===== config.mk =====
export PLATFORM = sky130hd
export DESIGN_NAME = hs_host_capability_regs
export DESIGN_NICKNAME = d
export VERILOG_FILES = /design/src/cap_regs_pkg.sv /design/src/hs_host_capability_regs.sv
export SDC_FILE = /design/constraint.sdc
export NUM_CORES = 1
export LEC_CHECK = 0
export ABC_AREA = 1
export BUFFER_PORTS_ARGS = -buffer_cell sky130_fd_sc_hd__clkbuf_2
export CAP_MARGIN = 10
export CORE_UTILIZATION = 27
export CTS_BUF_LIST = sky130_fd_sc_hd__clkbuf_4 sky130_fd_sc_hd__clkbuf_8 sky130_fd_sc_hd__clkbuf_16
export DETAILED_ROUTE_END_ITERATION = 16
export GPL_TIMING_DRIVEN = 0
export PLACE_DENSITY = 0.77
export RECOVER_POWER = 25
export SLEW_MARGIN = 20
export SYNTH_ARGS = -nofsm -noshare
export SYNTH_HDL_FRONTEND = slang
export SYNTH_SLANG_ARGS = --single-unit

===== constraint.sdc =====
create_clock -name clk -period 1.25 [get_ports clk]
set_input_delay 0.25 -clock clk [delete_from_list [all_inputs] [get_ports clk]]
set_output_delay 0.25 -clock clk [all_outputs]
set_load 0.1 [all_outputs]

===== src/cap_regs_pkg.sv =====
// Offsets, field positions and reset values of the capability words.
`default_nettype none
package cap_regs_pkg;
  localparam logic [7:0] CAP_LEN_OFFSET = 8'h00;
  localparam logic [7:0] STRUCT_OFFSET = 8'h04;
  localparam int CAP_LEN_LSB = 0;
  localparam int VERSION_LSB = 16;
  localparam int DEBUG_PORT_LSB = 20;
  localparam int INDICATOR_BIT = 16;
  localparam int COMPANION_LSB = 12;
  localparam int PER_COMPANION_LSB = 8;
  localparam int ROUTING_BIT = 7;
  localparam int POWER_SWITCH_BIT = 4;
  localparam int PORT_COUNT_LSB = 0;
  localparam logic [7:0] CAP_LEN_RESET = 8'h20;
  localparam logic [15:0] VERSION_RESET = 16'h0100;
  localparam logic [3:0] DEBUG_PORT_RESET = 4'h0;
  localparam logic [3:0] COMPANION_RESET = 4'h2;
  localparam logic [3:0] PER_COMPANION_RESET = 4'h2;
  localparam logic ROUTING_RESET = 1'b1;
  localparam logic POWER_SWITCH_RESET = 1'b1;
  localparam logic [3:0] PORT_COUNT_RESET = 4'h4;
endpackage
`default_nettype wire


===== src/hs_host_capability_regs.sv =====
// Read-only capability register bank at the bottom of the register window.
`timescale 1ns/1ns
`default_nettype none

////////////////////////////////////////////////////////////////////////////
// Operation
// Capability words sit at the lowest offsets, before operational space.
// Offset zero returns length in 7:0, zeros in 15:8, version in 31:16.
// Length is in bytes; software adds it to base for operational space.
// Version is BCD 16 bits, reset value 0100h meaning 1.00.
// Offset four returns structural word; bits 31:24 and 19:17 read zero.
// Bits 23:20 name the debug port; zero means none, reset zero.
// Debug port number never exceeds reported port count.
// Reset: 2 companions, 2 ports each, routing 1, power switch 1, 4 ports.
// Bit 16 loads from indicator strap sampled during reset; here caught on first edge after release.
// Port count gives downstream ports; valid 1h to Fh, zero undefined.
// Writes are ignored, fields unchanged, and reads have no side effect.
module hs_host_capability_regs
  import cap_regs_pkg::*;
#(
  parameter logic [3:0] PORT_COUNT = PORT_COUNT_RESET,
  parameter logic [3:0] DEBUG_PORT = DEBUG_PORT_RESET,
  parameter logic [7:0] CAP_LENGTH = CAP_LEN_RESET
)
(
  input wire logic clk,
  input wire logic arst_n,
  input wire logic indicator_strap_pin,
  input wire logic [7:0] reg_addr,
  input wire logic reg_rd,
  input wire logic reg_wr,
  input wire logic [31:0] reg_wdata,
  output logic [31:0] reg_rdata,
  output logic reg_hit
);

  // Refuse configurations that break R10, R07 or R01.
  if (PORT_COUNT == 4'h0)
  begin : g_bad_ports
    $error("Port count must be 1 to 15.");
  end
  if (DEBUG_PORT > PORT_COUNT)
  begin : g_bad_debug
    $error("Debug port beyond port count.");
  end
  if (CAP_LENGTH < 8'h08)
  begin : g_bad_len
    $error("Capability region must cover both words.");
  end

  typedef struct packed {
    logic in_reset;
    logic indicator;
    logic [31:0] rdata;
  } state_s;

  state_s state_reg;
  state_s state_next;
  logic [31:0] cap_word;
  logic [31:0] struct_word;

  function automatic logic [31:0] field4(input logic [3:0] v, input int lsb);
    field4 = 32'(v) << lsb;
  endfunction

  ////////////////////////////////////////////////////////////////////////////
  always_comb
  begin
    cap_word = 32'h0000_0000;
    cap_word |= 32'(VERSION_RESET) << VERSION_LSB;
    cap_word |= 32'(CAP_LENGTH) << CAP_LEN_LSB;
    struct_word = 32'h0000_0000;
    struct_word |= field4(DEBUG_PORT, DEBUG_PORT_LSB);
    struct_word[INDICATOR_BIT] = state_reg.indicator;
    struct_word |= field4(COMPANION_RESET, COMPANION_LSB);
    struct_word |= field4(PER_COMPANION_RESET, PER_COMPANION_LSB);
    struct_word[ROUTING_BIT] = ROUTING_RESET;
    struct_word[POWER_SWITCH_BIT] = POWER_SWITCH_RESET;
    struct_word |= field4(PORT_COUNT, PORT_COUNT_LSB);
  end

  // The strap is caught on the first edge after reset release, since an
  // asynchronous reset may only load constants.
  always_comb
  begin
    state_next = state_reg;
    state_next.in_reset = 1'b0;
    if (state_reg.in_reset)
    begin
      state_next.indicator = indicator_strap_pin;
    end
    // Writes fall through untouched; a read only refreshes the data output.
    if (reg_addr == CAP_LEN_OFFSET)
    begin
      state_next.rdata = cap_word;
    end
    else if (reg_addr == STRUCT_OFFSET)
    begin
      state_next.rdata = struct_word;
    end
    else
    begin
      state_next.rdata = 32'h0000_0000;
    end
    if (!reg_rd)
    begin
      state_next.rdata = state_reg.rdata;
    end
  end

  always_ff @(posedge clk or negedge arst_n)
  begin
    if (!arst_n)
    begin
      state_reg <= '{in_reset: 1'b1, indicator: 1'b0, rdata: 32'h0000_0000};
    end
    else
    begin
      state_reg <= state_next;
    end
  end

  assign reg_rdata = state_reg.rdata;
  assign reg_hit = (reg_addr == CAP_LEN_OFFSET) || (reg_addr == STRUCT_OFFSET);

  ////////////////////////////////////////////////////////////////////////////
  property p_cap_read;
    @(posedge clk) disable iff (!arst_n)
    (reg_rd && reg_addr == CAP_LEN_OFFSET) |=>
      (reg_rdata[15:8] == 8'h00 && reg_rdata[31:16] == 16'h0100);
  endproperty
  a_cap_read: assert property (p_cap_read)
    else $error("Bad version word.");

  property p_len;
    @(posedge clk) disable iff (!arst_n)
    (reg_rd && reg_addr == CAP_LEN_OFFSET) |=> reg_rdata[7:0] == CAP_LENGTH;
  endproperty
  a_len: assert property (p_len)
    else $error("Bad length.");

  property p_version;
    @(posedge clk) disable iff (!arst_n)
    (reg_rd && reg_addr == CAP_LEN_OFFSET) |=> reg_rdata[31:16] == 16'h0100;
  endproperty
  a_version: assert property (p_version)
    else $error("Bad version.");

  property p_reserved;
    @(posedge clk) disable iff (!arst_n)
    (reg_rd && reg_addr == STRUCT_OFFSET) |=>
      (reg_rdata[31:24] == 8'h00 && reg_rdata[19:17] == 3'h0
       && reg_rdata[6:5] == 2'h0);
  endproperty
  a_reserved: assert property (p_reserved)
    else $error("Reserved set.");

  property p_debug;
    @(posedge clk) disable iff (!arst_n)
    (reg_rd && reg_addr == STRUCT_OFFSET) |=>
      (reg_rdata[23:20] <= reg_rdata[3:0] && reg_rdata[23:20] == DEBUG_PORT);
  endproperty
  a_debug: assert property (p_debug)
    else $error("Debug port bad.");

  property p_struct;
    @(posedge clk) disable iff (!arst_n)
    (reg_rd && reg_addr == STRUCT_OFFSET) |=>
      (reg_rdata[15:7] == 9'h045 && reg_rdata[4] && reg_rdata[3:0] != 4'h0);
  endproperty
  a_struct: assert property (p_struct)
    else $error("Structural bad.");

  property p_strap;
    @(posedge clk) disable iff (!arst_n)
    (reg_rd && reg_addr == STRUCT_OFFSET && !$past(state_reg.in_reset)) |=>
      reg_rdata[16] == $past(state_reg.indicator);
  endproperty
  a_strap: assert property (p_strap)
    else $error("Indicator bad.");

  // The reset edge itself still loads constants, so the capture is only
  // checked once reset has been seen released.
  property p_strap_capture;
    @(posedge clk) disable iff (!arst_n)
    (arst_n && state_reg.in_reset) |=>
      state_reg.indicator == $past(indicator_strap_pin);
  endproperty
  a_strap_capture: assert property (p_strap_capture)
    else $error("Strap not captured.");

  // Later moves of the strap pin must never reach the reported bit.
  property p_strap_keep;
    @(posedge clk) disable iff (!arst_n)
    (!state_reg.in_reset) |=> $stable(state_reg.indicator);
  endproperty
  a_strap_keep: assert property (p_strap_keep)
    else $error("Indicator moved.");

  property p_hold;
    @(posedge clk) disable iff (!arst_n)
    (!reg_rd) |=> $stable(reg_rdata);
  endproperty
  a_hold: assert property (p_hold)
    else $error("Data moved.");

  property p_write_ignored;
    @(posedge clk) disable iff (!arst_n)
    (reg_wr && reg_rd && reg_addr == STRUCT_OFFSET) |=>
      (reg_rdata[15:4] == 12'h229 && reg_rdata[3:0] == PORT_COUNT);
  endproperty
  a_write_ignored: assert property (p_write_ignored)
    else $error("Write reached a field.");

  property p_first;
    @(posedge clk) disable iff (!arst_n)
    reg_hit |-> reg_addr < CAP_LENGTH;
  endproperty
  a_first: assert property (p_first)
    else $error("Outside region.");

  c_cap: cover property (@(posedge clk) reg_rd && reg_addr == CAP_LEN_OFFSET);
  c_struct: cover property (@(posedge clk)
    reg_rd && reg_addr == STRUCT_OFFSET);
  c_write: cover property (@(posedge clk) reg_wr && reg_hit);
  c_miss: cover property (@(posedge clk) reg_rd && !reg_hit);
  c_write_data: cover property (@(posedge clk)
    reg_wr && reg_hit && reg_wdata != 32'h0000_0000);

endmodule

`default_nettype wire


==> Word level (Yosys, flattened, before mapping) <==
Cells that the tools add are included.
{ "word_totals": {"inputBits": 45, "register_bits": 34, "output_inout_bits": 33, "elab_cells": 8} }
{ "op_classes": {"mux": 2, "n_reduce_logical": 2, "eq_ne": 1} }
{ "ops": {"columns": ["cell", "n"], "rows": [
  ["two-way mux 32 bit", 1],
  ["two-way mux 17 bit", 1],
  ["== test 8 x 3 -> 1 bit (second input constant)", 1],
  ["logical NOT 8 bit", 1],
  ["logical OR 1 bit", 1]
]} }

==> Longest topological paths before layout <==
{ "logic_depth": {"word_depth": 3, "depth_mapped": 6, "ltp_nobuf": 6} }

==> Worst setup path after synthesis <==
OpenSTA, ideal clock, no wires.
{ "synth_path": {"path_type": "in2out", "from": "in reg_addr[1]", "to": "out reg_hit", "cell_stages": 3, "required_time_ns": 1.000, "setup_slack_ns": -0.929, "path_buffers": 0, "arrival_time_ns": 1.929, "path_cell_list": "nor2_2 > nand2_1 > a21oi_1"} }
{ "synth_via": {"elab_chain_len": 2, "elab_cells_between_ends": 3, "cone_classes": "eq/ne: 1; reduce/logical: 2"} }
{ "synth_lines": {"columns": ["item", "line_no", "source"], "rows": [
  ["start, declared", "hs_host_capability_regs.sv:29", "input wire logic [7:0] reg_addr,"],
  ["== test 8 x 3 -> 1 bit / logical NOT 8 bit (equally long branches)", "hs_host_capability_regs.sv:124", "assign reg_hit = (reg_addr == CAP_LEN_OFFSET) || (reg_addr == STRUCT_OFFSET);"],
  ["logical OR 1 bit *", "hs_host_capability_regs.sv:124", null],
  ["end, declared", "hs_host_capability_regs.sv:34", "output logic reg_hit"]
]} }
Mark *: on every way between the ends. The rest lies on a longest branch, timed or not.

==> flow_metrics.py <==
metrics = {
    "status": {
        "status": "finished, violations left",
        "violations": "setup timing",
    },
    "job": {
        "cap_viol_max_count": 0,
    },
    "place": {
        "port-buffer-count": 20,
        "dpl_cell_area_sq_um": 733,
        "gp_congestion": 0.707,
        "dp.final_hpwl_microns": 727,
        "post-place-ws_ns": -0.197,
    },
    "global_route": {
        "global_route_total_overflow": 0,
        "grt_start_max_net_pins": 7,
        "wire_length_of_the_first_global_routing_pass_microns": 1400,
        "grt_use_total": 0.0997,
        "via_count_of_the_first_global_routing_pass": 388,
        "initial_antenna_violation_count": 0,
    },
    "cells_and_area": {
        "antenna_cells": 0,
        "post_route_cells_drive_above_1_share": 0.622,
        "area_delta_synth_final_pct": 91.7,
        "commonest_non_fill_non_tap_cells_in_the_layout": "32 x buf_4, 25 x conb_1, 10 x clkbuf_2",
        "final_common_cell": "buf_4",
        "layout.cell_area.non_filler_sq_um": 928,
        "number_of_flip_flops_in_the_largest_register": 3,
        "final_net_count": 157,
    },
    "route": {
        "drt-wirelength-per-cell_microns": 6.41,
        "drt_pre_antenna_iters": 4,
        "post_drt_via_cell_ratio": 3.21,
        "route.vias.total": 434,
        "route.antenna.remaining_nets": 0,
        "starting_drc_count_in_detailed_routing": 7,
        "finalWirelength_microns": 866,
        "drc": 0,
    },
    "clock_network": {
        "clock_latency_ns": 0.24,
        "clock_tree_from_tritoncts": "done",
        "cts_max_level": 1,
        "cts_max_path_buffers": 2,
        "root_buffer": "clkbuf_4",
        "tritoncts.num_buffers": 3,
        "clk_pin_slew_ns": 0.04,
        "num_clock_sinks": 5,
    },
    "yosys": {
        "yosysWarnings": 0,
        "synth.area.mux_share": 0.0233,
        "synth_simple_gate_area_share": 0.186,
        "post_synth.cell_area_avg_sq_um": 7.94,
        "netlist_instances": 61,
        "synth.top_cells.by_area": "buf_4 50%, dfrtp_1 21%, nand2_1 7.0%, nor2_2 6.5%, dfstp_2 5.4%",
        "netlist.area_leader.share": 0.496,
        "synth.yosys.seq_area_share": 0.261,
        "post_syn_area_sq_um": 484,
        "synthAdderAreaFrac": 0,
        "cell_variety_after_synth": 12,
        "yosysTopAreaCell": "buf_4",
        "synth-compound-area-share": 0.0103,
        "number_of_register_bits_inferred_by_synthesis": 5,
        "parity_gate_share_of_the_synthesized_area_counting_xor_and_xnor_cells": 0,
        "main_combinational_cell_family_by_area_after_synthesis": "buffers and inverters",
    },
    "critical_path": {
        "crit_type": "flop to output pin",
        "rr_startpoint": "state_reg[33]",
        "timing.reg2reg.setup_slack_ns": 0.31,
        "worst-path-max-fanout": 6,
        "worstPathArrival_ns": 1.02,
        "worstRegToRegCells": 1,
        "cp.required_ns": 1.00,
        "r2r_path_end": "state_reg[32]",
        "critPathCaptureType": "output pin",
        "setup.worst_path.start_class": "flop",
    },
    "floorplanning": {
        "die_h_microns": 44.4,
        "io_pins": 78,
        "placementRows": 14,
        "initial_core_util": 0.304,
        "die_x_microns": 44.4,
        "die_area_sq_mm": 0.00197,
        "fp.coreArea_sq_mm": 0.00159,
    },
    "pwr": {
        "p_int_uw": 393,
        "power.share.switching": 0.520,
        "leakage_nw": 0.527,
        "power.density_mw_per_mm2": 881,
        "ir_drop_uv": 600,
        "pwr-share-seq": 0.210,
        "power.combinational.fraction": 0.536,
        "fin_total_pwr_uw": 818,
        "clockPowerShare": 0.254,
        "p_switching_uw": 425,
    },
    "sta": {
        "fin_ws_ns": -0.0187,
        "slew_viol_final": 0,
        "layout_min_cycle_time_ns": 1.27,
        "period_share": 1.01,
        "fmaxAchievable_mhz": 788,
        "count_of_final_hold_check_violations": 0,
        "finalSetupViolCount": 4,
        "skew_ns": 0.00356,
        "holdWs_ns": 0.243,
        "grt_setup_unrepaired": "true",
    },
    "worst_hold_path": {
        "worst_hold_startpoint": "indicator_strap_pin",
        "worst_hold_path.endpoint": "state_reg[32]",
        "hold_class": "primary input to flop",
        "worstHoldPathCells": 2,
    },
}
## worst max-delay path by stage
stage	start	to	cells past startpoint
global route	reg_rdata[13]	reg_rdata[4]	2
finish	reg_rdata[13]	reg_rdata[4]	2
detailed placement	reg_addr[2]	reg_hit	6
global placement	reg_addr[2]	reg_hit	6
floorplan	reg_addr[1]	reg_hit	3
CTS	reg_rdata[13]	reg_rdata[2]	2
## power groups by stage
stage / Clock [mW] / Combinational (mW) / Sequential, mW
2_1_floorplan: 0 / 0.401 / 0.173
3_3_place_gp: 0 / 0.428 / 0.174
3_5_place_dp: 0 / 0.430 / 0.174
4_1_cts: 0.216 / 0.436 / 0.172
5_1_grt: 0.234 / 0.453 / 0.172
6_report: 0.207 / 0.439 / 0.172
## synth_stat cells
cell type  number
buf_4          32
dfstp_2         1
nor2_2          5
nand3_1         1
a21oi_1         1
nand2_1         9
nand2_2         2
mux2_2          1
nor2_1          2
dfrtp_1         4
conb_1          1
inv_1           2
## cells by family after synthesis
| group | count (synthesis) |
|---|---|
| AO/OA/AOI/OAI | 1 |
| other | 1 |
| multiplexers | 1 |
| AND/OR/NAND/NOR | 19 |
| flip-flops | 5 |
| buffers and inverters | 34 |
## through the flow
step | instances | setup TNS [ns] | utilization
floorplan | 85 | -0.00823 | -
global placement | 129 | -0.181 | 0.460
detailed placement | 129 | -0.197 | 0.460
CTS | 135 | -0.109 | 0.575
global route | 135 | -0.256 | 0.582
finish | 135 | -0.0603 | 0.582
## area by class of cell
cell class	instances	area [sq um]
buffer	32	244
fill	133	666
multi-input combinational	46	224
timing repair buffer	22	260
inverter	2	12.5
tap	24	30.0
clock buffer	4	30.0
sequential	5	128
## metal layers
layer | global-route usage | share of wire | vias to the layer above
li1 | - | - | 225
met1 | 0.0902 | 0.33 | 178
met2 | 0.188 | 0.57 | 31
met3 | 0.0490 | 0.10 | 0
met4 | 0.0364 | 0 | 0
met5 | 0 | 0 | -
## worst max-delay path, stage by stage (launching register included)
cell	delay, ns
dfrtp_2	0.43
buf_4	0.15
clkbuf_16	0.19
## timing repair
item / 4_1_cts / 5_1_grt
hold buffers: 1 / 0
buffers inserted: 1 / 0
endpoints found under the hold margin: 4 / 0
endpoints found under the setup margin: 9 / 8
resized for setup: 23 / 6
Power figures use the tool's default switching activity.
